## config.mk

```make
export PLATFORM = sky130hd
export DESIGN_NAME = cacc_top
export DESIGN_NICKNAME = d
export VERILOG_FILES = /design/src/core/cacc_pkg.sv /design/src/core/cacc_mod_if.sv /design/src/core/cacc_module.sv /design/src/core/cacc_top.sv
export SDC_FILE = /design/constraint.sdc
export NUM_CORES = 1
export LEC_CHECK = 0
export BUFFER_PORTS_ARGS = -buffer_cell sky130_fd_sc_hd__buf_2
export CORE_UTILIZATION = 33
export DETAILED_ROUTE_END_ITERATION = 8
export GPL_TIMING_DRIVEN = 0
export PLACE_DENSITY_LB_ADDON = 0.25
export SLEW_MARGIN = 20
export SYNTH_ARGS = -nofsm -noshare
export SYNTH_HDL_FRONTEND = slang
export SYNTH_SLANG_ARGS = --single-unit
export TNS_END_PERCENT = 30
```

## constraint.sdc

```tcl
create_clock -name sys_clk -period 2.4 [get_ports sys_clk]
set_input_delay 0.24 -clock sys_clk [delete_from_list [all_inputs] [get_ports sys_clk]]
set_output_delay 0.24 -clock sys_clk [all_outputs]
set_load 0.01 [all_outputs]
```

## src/core/cacc_pkg.sv

```systemverilog
// Constants and register map for the counter array capture/compare block
// Functional notes
// - Comparator enable bit turns each module's 16-bit compare on; resets clear.
// - Rise latch enable captures counter on each rising pin edge.
// - Fall latch enable captures counter on each falling pin edge.
// - Compare hit flag enable sets the event flag on counter match.
// - Pin flip bit inverts the module pin on each counter match.
// - Pulse width enable routes PWM output to the pin; clear gives the flip level, driven only if flip is set.
// - Module interrupt enable passes the event flag to the interrupt request.
// - Both edge bits set give capture on either pin transition.
// - Only fall latch set gives capture on falling edges only.
// - Comparator, hit flag and flip set give high speed toggling output.
// - Capture loads counter high and low bytes into module value bytes.
// - After capture, interrupt is raised when flag and enable are set.
// - Compare match raises interrupt when flag and enable are set.
// - Software timer compares without toggling the pin.
// - Counter is readable and writable as separate low and high bytes.
// - Event flags are set by hardware only and cleared by software.
// - Counter advances only while the run bit is set.
// - PWM pin low while counter low byte is below the 9-bit duty, else high.
// - On low byte wrap, active duty reloads from reload bit and value high.
package cacc_pkg;
  localparam int unsigned NUM_MODULES = 4;
  localparam int unsigned ADDR_W = 5;
  localparam logic [4:0] ADDR_COUNTER_LOW = 5'h00;
  localparam logic [4:0] ADDR_COUNTER_HIGH = 5'h01;
  localparam logic [4:0] ADDR_CONTROL = 5'h02;
  // Per module: value low, value high, mode, duty aux at base + 4*n
  localparam logic [4:0] ADDR_MODULE_BASE = 5'h04;
  localparam logic [1:0] SUB_VALUE_LOW = 2'h0;
  localparam logic [1:0] SUB_VALUE_HIGH = 2'h1;
  localparam logic [1:0] SUB_MODE = 2'h2;
  localparam logic [1:0] SUB_DUTY_AUX = 2'h3;
  localparam int unsigned MODE_CMP_EN = 6;
  localparam int unsigned MODE_RISE = 5;
  localparam int unsigned MODE_FALL = 4;
  localparam int unsigned MODE_HIT = 3;
  localparam int unsigned MODE_FLIP = 2;
  localparam int unsigned MODE_PWM = 1;
  localparam int unsigned MODE_IRQ = 0;
  localparam logic [7:0] MODE_MASK = 8'h7f;
  localparam int unsigned CTRL_RUN = 6;
  localparam int unsigned AUX_ACTIVE = 0;
  localparam int unsigned AUX_RELOAD = 1;
  localparam logic [7:0] BYTE_ZERO = 8'h00;
  localparam logic [7:0] BYTE_MAX = 8'hff;
  localparam logic [15:0] WORD_ONE = 16'h0001;
endpackage : cacc_pkg

```

## src/core/cacc_mod_if.sv

```systemverilog
// Interface between the array top and one capture/compare module
`timescale 1ns/100ps
`default_nettype none
interface cacc_mod_if;
  logic [7:0] mode;
  logic [15:0] value;
  logic duty_active;
  logic [15:0] count;
  logic pin_rise;
  logic pin_fall;
  logic hit_event;
  logic capture_event;
  logic pin_out;
  modport top (output mode, value, duty_active, count, pin_rise, pin_fall,
               input hit_event, capture_event, pin_out);
  modport unit (input mode, value, duty_active, count, pin_rise, pin_fall,
                output hit_event, capture_event, pin_out);
endinterface : cacc_mod_if
`default_nettype wire

```

## src/core/cacc_module.sv

```systemverilog
// One capture/compare module: capture, compare, toggle and PWM pin logic
`timescale 1ns/100ps
`default_nettype none
module cacc_module (
  input wire logic sys_clk,
  input wire logic rst_n,
  input wire logic clk_en,
  cacc_mod_if.unit m
);
  typedef struct packed {
    logic flip_level;
    logic last_match;
  } cacc_unit_s;
  cacc_unit_s st_reg, st_next;
  logic match;
  logic pwm_level;
  logic rise_cap;
  logic fall_cap;
  always_comb begin
    // Only the first counter tick at a value counts as a hit, not every cycle it stands
    match = m.mode[cacc_pkg::MODE_CMP_EN] && (m.count == m.value);
    rise_cap = m.mode[cacc_pkg::MODE_RISE] && m.pin_rise;
    fall_cap = m.mode[cacc_pkg::MODE_FALL] && m.pin_fall;
    pwm_level = ({1'b0, m.count[7:0]} >= {m.duty_active, m.value[7:0]});
    st_next = st_reg;
    st_next.last_match = match;
    if (match && !st_reg.last_match && m.mode[cacc_pkg::MODE_FLIP]) begin
      st_next.flip_level = !st_reg.flip_level;
    end
  end
  assign m.hit_event = match && !st_reg.last_match && m.mode[cacc_pkg::MODE_HIT];
  assign m.capture_event = rise_cap || fall_cap;
  assign m.pin_out = m.mode[cacc_pkg::MODE_PWM] ? pwm_level : st_reg.flip_level;
  always_ff @(posedge sys_clk or negedge rst_n) begin
    if (!rst_n) begin
      st_reg <= '0;
    end else if (clk_en) begin
      st_reg <= st_next;
    end
  end
  a_flip_on_hit: assert property (@(posedge sys_clk) disable iff (!rst_n)
    (clk_en && match && !st_reg.last_match && m.mode[cacc_pkg::MODE_FLIP]) |=>
    (st_reg.flip_level != $past(st_reg.flip_level))) else $error("pin did not flip on hit");
  a_no_flip_off: assert property (@(posedge sys_clk) disable iff (!rst_n)
    (!m.mode[cacc_pkg::MODE_FLIP]) |=> $stable(st_reg.flip_level)) else $error("pin flipped while off");
  a_cmp_disabled: assert property (@(posedge sys_clk) disable iff (!rst_n)
    !m.mode[cacc_pkg::MODE_CMP_EN] |-> !m.hit_event) else $error("hit without comparator");
endmodule : cacc_module
`default_nettype wire

```

## src/core/cacc_top.sv

```systemverilog
// Counter array top: shared counter, register port, pin synchronisers, four modules
//
// The address-and-strobe port and the placing of the registers were chosen for this implementation.
`timescale 1ns/100ps
`default_nettype none
module cacc_top #(
  parameter int unsigned NUM_MOD = cacc_pkg::NUM_MODULES
) (
  input wire logic sys_clk,
  input wire logic rst_n,
  input wire logic clk_en,
  input wire logic [cacc_pkg::ADDR_W-1:0] reg_addr,
  input wire logic [7:0] reg_wdata,
  input wire logic reg_write,
  input wire logic reg_read,
  output logic [7:0] reg_rdata,
  input wire logic [NUM_MOD-1:0] module_pin_in,
  output logic [NUM_MOD-1:0] module_pin_out,
  output logic [NUM_MOD-1:0] module_pin_oe_n,
  output logic irq
);
  // Offsets of the register map exist for four modules only
  if (NUM_MOD != cacc_pkg::NUM_MODULES) begin : g_num_check
    $error("Register map serves exactly four modules");
  end
  typedef struct packed {
    logic [15:0] count;
    logic run;
    logic [3:0] flags;
    logic [3:0][7:0] mode;
    logic [3:0][15:0] value;
    logic [3:0] duty_active;
    logic [3:0] duty_reload;
    logic [3:0] pin_sync1;
    logic [3:0] pin_sync2;
    logic [3:0] pin_prev;
    logic [3:0] pin_out;
    logic [7:0] rdata;
  } cacc_top_s;
  cacc_top_s st_reg, st_next;
  logic [3:0] hit_ev;
  logic [3:0] cap_ev;
  logic [3:0] unit_pin;
  logic [3:0] pin_rise;
  logic [3:0] pin_fall;
  logic [3:0] pwm_on;
  logic wrap;
  logic in_mod;
  genvar gi;
  generate
    for (gi = 0; gi < 4; gi++) begin : g_mod
      cacc_mod_if mif ();
      assign mif.mode = st_reg.mode[gi];
      assign mif.value = st_reg.value[gi];
      assign mif.duty_active = st_reg.duty_active[gi];
      assign mif.count = st_reg.count;
      assign mif.pin_rise = pin_rise[gi];
      assign mif.pin_fall = pin_fall[gi];
      assign hit_ev[gi] = mif.hit_event;
      assign cap_ev[gi] = mif.capture_event;
      assign unit_pin[gi] = mif.pin_out;
      assign pwm_on[gi] = st_reg.mode[gi][cacc_pkg::MODE_PWM];
      cacc_module u_mod (
        .sys_clk(sys_clk),
        .rst_n(rst_n),
        .clk_en(clk_en),
        .m(mif.unit)
      );
    end
  endgenerate
  // Edge detection reads only the second synchroniser stage
  assign pin_rise = st_reg.pin_sync2 & ~st_reg.pin_prev;
  assign pin_fall = ~st_reg.pin_sync2 & st_reg.pin_prev;
  assign wrap = st_reg.run && (st_reg.count[7:0] == cacc_pkg::BYTE_MAX);
  // Module window ends with the fourth module; addresses above it must not alias module 0
  assign in_mod = ((reg_addr >= cacc_pkg::ADDR_MODULE_BASE) && (reg_addr[4] == 1'b0))
                  || (reg_addr[4] && (reg_addr[3:2] == 2'b00));
  logic [1:0] idx;
  assign idx = 2'(reg_addr[4:2] - 3'h1);
  always_comb begin
    st_next = st_reg;
    st_next.pin_sync1 = module_pin_in;
    st_next.pin_sync2 = st_reg.pin_sync1;
    st_next.pin_prev = st_reg.pin_sync2;
    st_next.pin_out = unit_pin;
    if (st_reg.run) begin
      st_next.count = st_reg.count + cacc_pkg::WORD_ONE;
    end
    if (wrap) begin
      st_next.duty_active = st_reg.duty_reload;
      for (int i = 0; i < 4; i++) begin
        if (pwm_on[i]) begin
          st_next.value[i][7:0] = st_reg.value[i][15:8];
        end
      end
    end
    st_next.rdata = cacc_pkg::BYTE_ZERO;
    if (reg_write) begin
      if (reg_addr == cacc_pkg::ADDR_COUNTER_LOW) begin
        st_next.count[7:0] = reg_wdata;
      end else if (reg_addr == cacc_pkg::ADDR_COUNTER_HIGH) begin
        st_next.count[15:8] = reg_wdata;
      end else if (reg_addr == cacc_pkg::ADDR_CONTROL) begin
        st_next.run = reg_wdata[cacc_pkg::CTRL_RUN];
        // Software may only clear; a zero written clears the flag
        st_next.flags = st_reg.flags & reg_wdata[3:0];
      end else if (in_mod) begin
        unique case (reg_addr[1:0])
          cacc_pkg::SUB_VALUE_LOW: st_next.value[idx][7:0] = reg_wdata;
          cacc_pkg::SUB_VALUE_HIGH: st_next.value[idx][15:8] = reg_wdata;
          cacc_pkg::SUB_MODE: st_next.mode[idx] = reg_wdata & cacc_pkg::MODE_MASK;
          cacc_pkg::SUB_DUTY_AUX: begin
            st_next.duty_active[idx] = reg_wdata[cacc_pkg::AUX_ACTIVE];
            st_next.duty_reload[idx] = reg_wdata[cacc_pkg::AUX_RELOAD];
          end
        endcase
      end
    end
    // Hardware set wins over a software clear in the same cycle
    for (int i = 0; i < 4; i++) begin
      if (hit_ev[i] || cap_ev[i]) begin
        st_next.flags[i] = 1'b1;
      end
      if (cap_ev[i]) begin
        st_next.value[i] = st_reg.count;
      end
    end
    if (reg_read) begin
      if (reg_addr == cacc_pkg::ADDR_COUNTER_LOW) begin
        st_next.rdata = st_reg.count[7:0];
      end else if (reg_addr == cacc_pkg::ADDR_COUNTER_HIGH) begin
        st_next.rdata = st_reg.count[15:8];
      end else if (reg_addr == cacc_pkg::ADDR_CONTROL) begin
        st_next.rdata = {1'b0, st_reg.run, 2'b00, st_reg.flags};
      end else if (in_mod) begin
        unique case (reg_addr[1:0])
          cacc_pkg::SUB_VALUE_LOW: st_next.rdata = st_reg.value[idx][7:0];
          cacc_pkg::SUB_VALUE_HIGH: st_next.rdata = st_reg.value[idx][15:8];
          cacc_pkg::SUB_MODE: st_next.rdata = st_reg.mode[idx];
          cacc_pkg::SUB_DUTY_AUX: st_next.rdata = {6'h00, st_reg.duty_reload[idx], st_reg.duty_active[idx]};
        endcase
      end
    end
  end
  always_ff @(posedge sys_clk or negedge rst_n) begin
    if (!rst_n) begin
      st_reg <= '0;
    end else if (clk_en) begin
      st_reg <= st_next;
    end
  end
  assign reg_rdata = st_reg.rdata;
  assign module_pin_out = st_reg.pin_out;
  // Pin driven whenever a PWM or toggle function owns it; otherwise an input
  always_comb begin
    for (int i = 0; i < 4; i++) begin
      module_pin_oe_n[i] = !(st_reg.mode[i][cacc_pkg::MODE_PWM] || st_reg.mode[i][cacc_pkg::MODE_FLIP]);
    end
  end
  logic [3:0] irq_vec;
  always_comb begin
    for (int i = 0; i < 4; i++) begin
      irq_vec[i] = st_reg.flags[i] && st_reg.mode[i][cacc_pkg::MODE_IRQ];
    end
  end
  assign irq = |irq_vec;
  a_run_stops_count: assert property (@(posedge sys_clk) disable iff (!rst_n)
    (clk_en && !st_reg.run && !reg_write) |=> $stable(st_reg.count)) else $error("counter moved while stopped");
  a_run_counts: assert property (@(posedge sys_clk) disable iff (!rst_n)
    (clk_en && st_reg.run && !reg_write) |=> (st_reg.count == 16'($past(st_reg.count) + 16'h0001))) else
    $error("counter did not advance");
  a_capture_loads: assert property (@(posedge sys_clk) disable iff (!rst_n)
    (clk_en && cap_ev[0]) |=> (st_reg.value[0] == $past(st_reg.count)) && st_reg.flags[0]) else
    $error("capture did not load counter");
  a_flag_sticky: assert property (@(posedge sys_clk) disable iff (!rst_n)
    (st_reg.flags[1] && !(reg_write && reg_addr == cacc_pkg::ADDR_CONTROL)) |=> st_reg.flags[1]) else
    $error("flag cleared without software");
  a_irq_gate: assert property (@(posedge sys_clk) disable iff (!rst_n)
    irq == |(st_reg.flags & {st_reg.mode[3][0], st_reg.mode[2][0], st_reg.mode[1][0], st_reg.mode[0][0]})) else
    $error("interrupt gating wrong");
  a_no_rise_capture: assert property (@(posedge sys_clk) disable iff (!rst_n)
    (pin_rise[1] && !st_reg.mode[1][cacc_pkg::MODE_RISE]) |-> !cap_ev[1]) else $error("rising capture while off");
  a_fall_capture: assert property (@(posedge sys_clk) disable iff (!rst_n)
    (clk_en && pin_fall[1] && st_reg.mode[1][cacc_pkg::MODE_FALL]) |=> st_reg.flags[1]) else
    $error("falling capture missed");
  a_sync_delay: assert property (@(posedge sys_clk) disable iff (!rst_n)
    clk_en [*3] |-> (st_reg.pin_sync2 == $past(module_pin_in, 2))) else $error("synchroniser depth wrong");
  a_pwm_reload: assert property (@(posedge sys_clk) disable iff (!rst_n)
    (clk_en && wrap && pwm_on[1]) |=> (st_reg.value[1][7:0] == $past(st_reg.value[1][15:8]))) else
    $error("duty not reloaded");
  a_hit_sets_flag: assert property (@(posedge sys_clk) disable iff (!rst_n)
    (clk_en && hit_ev[3]) |=> st_reg.flags[3]) else $error("match did not set flag");
  a_both_edges: assert property (@(posedge sys_clk) disable iff (!rst_n)
    (clk_en && (pin_rise[2] || pin_fall[2]) && st_reg.mode[2][cacc_pkg::MODE_RISE] &&
    st_reg.mode[2][cacc_pkg::MODE_FALL]) |=> (st_reg.value[2] == $past(st_reg.count))) else
    $error("transition capture missed");
  // All register writes are excluded: a mode write may drop the enable in the same cycle
  a_irq_capture: assert property (@(posedge sys_clk) disable iff (!rst_n)
    (clk_en && cap_ev[0] && st_reg.mode[0][cacc_pkg::MODE_IRQ] && !reg_write) |=> irq) else
    $error("capture raised no interrupt");
  a_irq_match: assert property (@(posedge sys_clk) disable iff (!rst_n)
    (clk_en && hit_ev[3] && st_reg.mode[3][cacc_pkg::MODE_IRQ] && !reg_write) |=> irq) else
    $error("match raised no interrupt");
  a_pwm_low: assert property (@(posedge sys_clk) disable iff (!rst_n)
    (clk_en && pwm_on[1] && ({1'b0, st_reg.count[7:0]} < {st_reg.duty_active[1], st_reg.value[1][7:0]})) |=>
    !module_pin_out[1]) else $error("pwm pin high below duty");
  a_pwm_high: assert property (@(posedge sys_clk) disable iff (!rst_n)
    (clk_en && pwm_on[1] && ({1'b0, st_reg.count[7:0]} >= {st_reg.duty_active[1], st_reg.value[1][7:0]})) |=>
    module_pin_out[1]) else $error("pwm pin low at or above duty");
  a_ninth_reload: assert property (@(posedge sys_clk) disable iff (!rst_n)
    (clk_en && wrap && !reg_write) |=> (st_reg.duty_active == $past(st_reg.duty_reload))) else
    $error("ninth duty bit not reloaded");
  a_count_read: assert property (@(posedge sys_clk) disable iff (!rst_n)
    (clk_en && reg_read && reg_addr == cacc_pkg::ADDR_COUNTER_LOW) |=>
    (reg_rdata == $past(st_reg.count[7:0]))) else $error("counter low byte read wrong");
  a_run_write: assert property (@(posedge sys_clk) disable iff (!rst_n)
    (clk_en && reg_write && reg_addr == cacc_pkg::ADDR_CONTROL) |=>
    (st_reg.run == $past(reg_wdata[cacc_pkg::CTRL_RUN]))) else $error("run bit write lost");
  // A frozen block must not lose captures or matches half way, so nothing moves at all
  a_frozen_state: assert property (@(posedge sys_clk) disable iff (!rst_n)
    !clk_en |=> $stable(st_reg)) else $error("state moved while frozen");
  c_capture: cover property (@(posedge sys_clk) cap_ev[0]);
  c_hit: cover property (@(posedge sys_clk) hit_ev[0]);
  c_wrap: cover property (@(posedge sys_clk) wrap && pwm_on[1]);
  c_irq: cover property (@(posedge sys_clk) $rose(irq));
endmodule : cacc_top
`default_nettype wire

```

-- Yosys cells after proc, flatten, opt, wreduce, memory -nomap -nowiden
Cells that the tools add are included.
W data, S select, Z words.
- add/sub/neg operators: 2
- $mul: 0
- divide/modulo/power cells: 0
- order comparisons: 7
- equal/unequal tests: 30
- shifts and indexed selects: 0
- muxes and demuxes: 60
- bitwise logic cells: 9
- reduce and logical (&&, ||, !) cells: 96
- operators with widths (cell ; count):
    $mux W109 ; 2
    $mux W104 ; 2
    $mux W8 ; 19
    $bwmux W64 ; 2
    $pmux W64 S2 ; 1
    $mux W125 ; 1
    $mux W16 ; 7
    $demux W16 S2 ; 2
    $eq A16 B16 Y1 ; 4
    $reduce_and A7 Y1 ; 6
    $ge A8 B9 Y1 ; 4
    $bmux W16 S2 ; 1
    $bwmux W32 ; 1
    $logic_and A1 B1 Y1 ; 32
    $mux W32 ; 1
    $pmux W8 S4 ; 1
    $reduce_bool A2 Y1 ; 16
    $reduce_and A5 Y1 ; 5
    $ne A2 B2 Y1 const B ; 12
    $add A16 B1 Y16 const B ; 1
    $bmux W8 S2 ; 1
    $demux W8 S2 ; 1
    $ne A2 B1 Y1 const B ; 8
    $logic_or A1 B1 Y1 ; 13
    24 further kinds ; 61
- register bits: 157
- bits in latches: 0
- bits in writable memories: 0
- ROM bits: 0
- input bits: 22
- output and inout bits: 17
- word-level logic and storage cells: 237
- memories: 0

-- Depth between registers and ports, before layout
- depth after elaboration: 13
- gate-level depth with buffers: 10
- depth with buffers taken out: 7

-- Hierarchy
Synthesis repeated with hierarchy kept, for this count alone.
- cell total of the unflattened synthesis: 1142
- area, all modules: 11111.9 um^2
- by module, submodules not included (module ; instances ; cells each ; area an instance (um^2) ; seq. area each (um^2)):
    cacc_top ; 1 ; 938 ; 9465.3 ; 3728.6
    cacc_module ; 4 ; 51 ; 411.6 ; 50.0

-- Worst setup path after synthesis
No wires, ideal clock.
- kind: input to register
- from: in reg_addr[2] in the netlist's numbering
- to: reg (tool-made name)
- setup time: 0.125 ns
- data arrival time: 2.309 ns
- data required time: 2.275 ns
- setup slack: -0.034 ns
- stages on the path: 8
- path buffers: 1
- cell sequence: buf_6 -> inv_1 -> ha_1 -> xnor2_1 -> o21ai_0 -> nor3_1 -> nand2_2 -> mux2_2
- RTL lines (element ; RTL line ; text):
    from (decl) ; cacc_top.sv:12 ; input wire logic [cacc_pkg::ADDR_W-1:0] reg_addr,

-- Final worst setup path
- from: reg st_reg, in the netlist g_mod[0].mif.count[2]
- to: reg st_reg, in the netlist g_mod[2].mif.value[7]
- word-level cells in the longest chain between the ends: 11
- elaborated cells between the ends (all ways): 12
- classes of those cells: 1 x eq/ne; 10 x mux; 1 x reduce/logical
- RTL lines (element ; RTL line ; text):
    from (decl) ; cacc_top.sv:40 ; cacc_top_s st_reg, st_next;
    from (signal assigned) ; cacc_top.sv:149 ; st_reg <= st_next;
    $eq A8 B8 Y1 * ; cacc_top.sv:74 ; assign wrap = st_reg.run && (st_reg.count[7:0] == cacc_pkg::BYTE_MAX);
    $logic_and A1 B1 Y1 * ; cacc_top.sv:74 ;
    $mux W8 * ; cacc_top.sv:89 ; if (wrap) begin
    $bwmux W64, on equally long branches ; cacc_top.sv:110, cacc_top.sv:109 ;
    $pmux W64 S2 ; cacc_top.sv:108 ; unique case (reg_addr[1:0])
    $mux W104 ; cacc_top.sv:107 ; end else if (in_mod) begin
    $mux W104 ; cacc_top.sv:103 ; end else if (reg_addr == cacc_pkg::ADDR_CONTROL) begin
    $mux W109 ; cacc_top.sv:101 ; end else if (reg_addr == cacc_pkg::ADDR_COUNTER_HIGH) begin
    $mux W109 ; cacc_top.sv:99 ; if (reg_addr == cacc_pkg::ADDR_COUNTER_LOW) begin
    $mux W125 * ; cacc_top.sv:98 ; if (reg_write) begin
    $mux W16 * ; cacc_top.sv:124 ; if (cap_ev[i]) begin
Mark *: on every way between the ends. The rest lies on a longest branch, timed or not. The select of a mux whose other input is x is not followed.
A chain may end at the register's enable or synchronous reset.

==> metrics.yaml <==
outcome:
  status: "finished clean"
timing:
  tns_ns: 0
  setup_ws_ns: 0.0121
  setup_viol: 0
  fin_crit_ns: 2.39
  worstMarginPinSlew_ns: 1.04
  final.period_utilization: 0.995
  relSlewSlack: 0.305
  slew_viol_final: 0
  worst_clock_skew_ns: 0.0139
  final_hold_viol_count: 0
  max_freq_mhz: 419
  rsz0062_at_grt: "true"
clock_tree:
  path_clk_slew_ns: 0.08
  cts_root_buf: "clkbuf_16"
  cts_tree: "done"
  cts_max_level: 4
  cts.path.max_buffers: 2
  clock_latency_ns: 0.45
  cts_buffers: 17
  clock-sinks: 157
run:
  cap_violations: 0
routing:
  vias: 9807
  via_per_inst: 6.36
  totalWireLength_um: 46300
  drtAntennaViolNets: 0
  drtPass1Iterations: 6
  first_iter_violations: 1175
  wl_per_cell_um: 30.0
  drc_errors: 0
min_path:
  min_from: "module_pin_in[0]"
  min_path_cells: 2
  hold_path_end: "st_next[16]"
  hold_path.class: "in2reg"
yosys:
  netlist_instances: 1063
  synth_edf_count: 0
  synth_ff_type: "dfrtp_1"
  synth_fa_ha_area_frac: 0.0472
  synth-xor-area-share: 0.0313
  synthMuxAreaShare: 0.128
  ys_async_sr_fraction: 1.00
  ys_seq_area_frac: 0.380
  synthDistinctLibCells: 69
  yosys.area_share.simple: 0.148
  synth_top_family_by_area: "compound AO/OA/AOI/OAI gates"
  avgSynthCellArea_sq_um: 9.73
  syn_area_sq_um: 10300
  syn_nets: 1124
  synth_compound_area_frac: 0.208
  ys_seq_elements: 157
  yosysWarnings: 0
cells_and_area:
  area_delta_synth_final_pct: 15.9
  nets: 1192
  final_core_util: 0.391
  drive_gt1_frac: 0.218
  fill_cells: 3057
  fin_cells: 1543
pwr:
  powerDensity_nw_per_um2: 975
  p_leak_nw: 5.21
  max-vdd-ir-drop_mv: 0.492
worst_setup_path:
  r2r_cells: 7
  crit_type: "reg2reg"
  start_kind: "register"
  critPathSlowestCell: "dfrtp_2"
  r2r_setup_slack_ns: 0.01
  r2r-end: "g_mod[2].mif.value[7]"
  worst_setup_path_end_kind: "register"
  arrival_ns: 2.72
  cp_cell_sequence: "clkbuf_4 -> nand3_1 -> nor3_4 -> buf_4 -> nand2_2 -> mux2_2 -> a221o_1"
  worstReg2RegStart: "g_mod[0].mif.count[2]"
  slowest_delay_ns: 0.51
  cp_num_buf_inv: 2
  path_delay_family: "simple AND/OR/NAND/NOR gates"
  startpoint: "g_mod[0].mif.count[2]"
  cp.required_ns: 2.73
  path_max_fanout: 10
floorplan:
  die_area_sq_um: 32000
  die_w_um: 179
  design.core.area_sq_um: 30700
  start_util: 0.337
  fp.dieH_um: 179
  io_pins: 39
  rows: 64
place:
  pre_cts_slack_ns: -1.15
  gp_congestion: 1.06
  portBuffers: 34
  dpl.cell_count: 1494
  dpl.hpwl_um: 33400
global_route:
  grt_pass1_vias: 9431
  grt_antenna_before_repair: 3
  grt_overflow: 0
  grt_use_total: 0.297
  grt_pass1_wl_um: 66800
  grt_max_degree: 95
synthesized netlist by cell type (9+ instances only):
cell / count / share of area
a21o_1: 12 / 0.0087
a21oi_1: 56 / 0.027
a221o_1: 14 / 0.014
a2bb2oi_1: 14 / 0.012
and2_1: 9 / 0.0054
and3_1: 15 / 0.0091
and4b_1: 12 / 0.012
buf_4: 12 / 0.0087
clkbuf_1: 61 / 0.022
dfrtp_1: 157 / 0.38
ha_1: 39 / 0.047
inv_1: 47 / 0.017
mux2_2: 62 / 0.068
mux2i_1: 24 / 0.023
mux4_2: 17 / 0.037
nand2_1: 73 / 0.027
nand3_1: 18 / 0.0087
nand4_1: 17 / 0.010
nor2_1: 52 / 0.019
nor3_1: 32 / 0.015
nor4_1: 9 / 0.0054
o21a_1: 15 / 0.011
o21ai_0: 56 / 0.027
o22a_1: 23 / 0.019
o22ai_1: 27 / 0.016
xnor2_1: 15 / 0.013
xor2_1: 22 / 0.019
per-layer routing:
layer  GRT usage  part of all wire
met2       0.442              0.43
met3      0.0859              0.10
met4       0.154             0.057
met1       0.390              0.41
met5           0           0.00058
worst max-delay path by stage:
stage | slack, ns | endpoint | depth (start not counted)
finish | 0.01 | g_mod[2].mif.value[7] | 7
global route | -0.05 | g_mod[0].u_mod.st_reg[1] | 6
floorplan | 0.06 | reg_rdata[0] | 8
detailed placement | -1.15 | reg_rdata[7] | 10
CTS | -0.09 | g_mod[3].u_mod.st_reg[1] | 6
global placement | -1.54 | g_mod[0].mif.count[11] | 1
final cells by class:
cell class,instances,area (sq um),share of cell area
plain buffers,86,453,0.0378
flip-flops and latches,157,3940,0.329
multi-input cells,769,5940,0.495
diodes,3,7.51,0.000626
repair buffers,52,350,0.0292
clock buffers,17,425,0.0355
clock inverters,15,193,0.0161
inverters,48,184,0.0153
well taps,396,495,0.0413
per-stage QoR:
stage | power [mW] | hold WS [ns] | cell area, sq um
final | 11.7 | 0.0111 | 12000
after global routing | 12.1 | 0.0256 | 12000
after CTS | 11.4 | 0.0114 | 11900
after detailed placement | 8.36 | 0.228 | 11000
after global placement | 8.32 | 0.462 | 11000
after floorplan | 6.68 | -0.0556 | 10300
cell usage in the layout (no fill, tap or decap), types with 8 or more instances in the layout:
cell,instances
buf_2,41
dfrtp_1,149
nor3_1,30
mux2i_1,24
a211o_1,8
xor2_1,22
nand3_1,15
a2bb2oi_1,14
nand4_1,17
and4b_1,12
o22a_1,23
a21oi_1,54
o21a_1,15
nand2b_1,8
buf_4,28
clkbuf_2,12
nor4_1,8
inv_1,46
clkbuf_16,17
o22ai_1,27
and4_1,8
mux4_2,17
nor2_1,52
o21ai_0,54
and3_1,15
a221o_1,14
clkbuf_1,41
a21o_1,12
xnor2_1,14
mux2_2,62
nand2_1,72
and2_1,9
ha_1,37
power breakdown:
group	leakage, nW	internal, mW	total, mW	switching (mW)
Combinational	2.98	1.91	4.18	2.27
Clock	0.301	1.51	2.92	1.41
Sequential	1.94	3.39	4.58	1.20
timing repair:
action / 4_1_cts / 5_1_grt
endpoints found under the hold margin: 63 / 0
endpoints found under the setup margin: 133 / 74
buffers inserted: 11 / 5
pin swaps: 4 / 4
resized for setup: 48 / 24
hold buffers: 1 / 0
kinds of logic (layout without fill, tap and decap cells):
kind of cell,after synthesis,count (layout)
flops,157,157
mux,103,103
other cells,0,3
simple gates,288,288
buf+inv,137,218
xor+xnor,37,37
compound gates,302,302
fa+ha+maj,39,39
(Power assumes the default switching activity.)
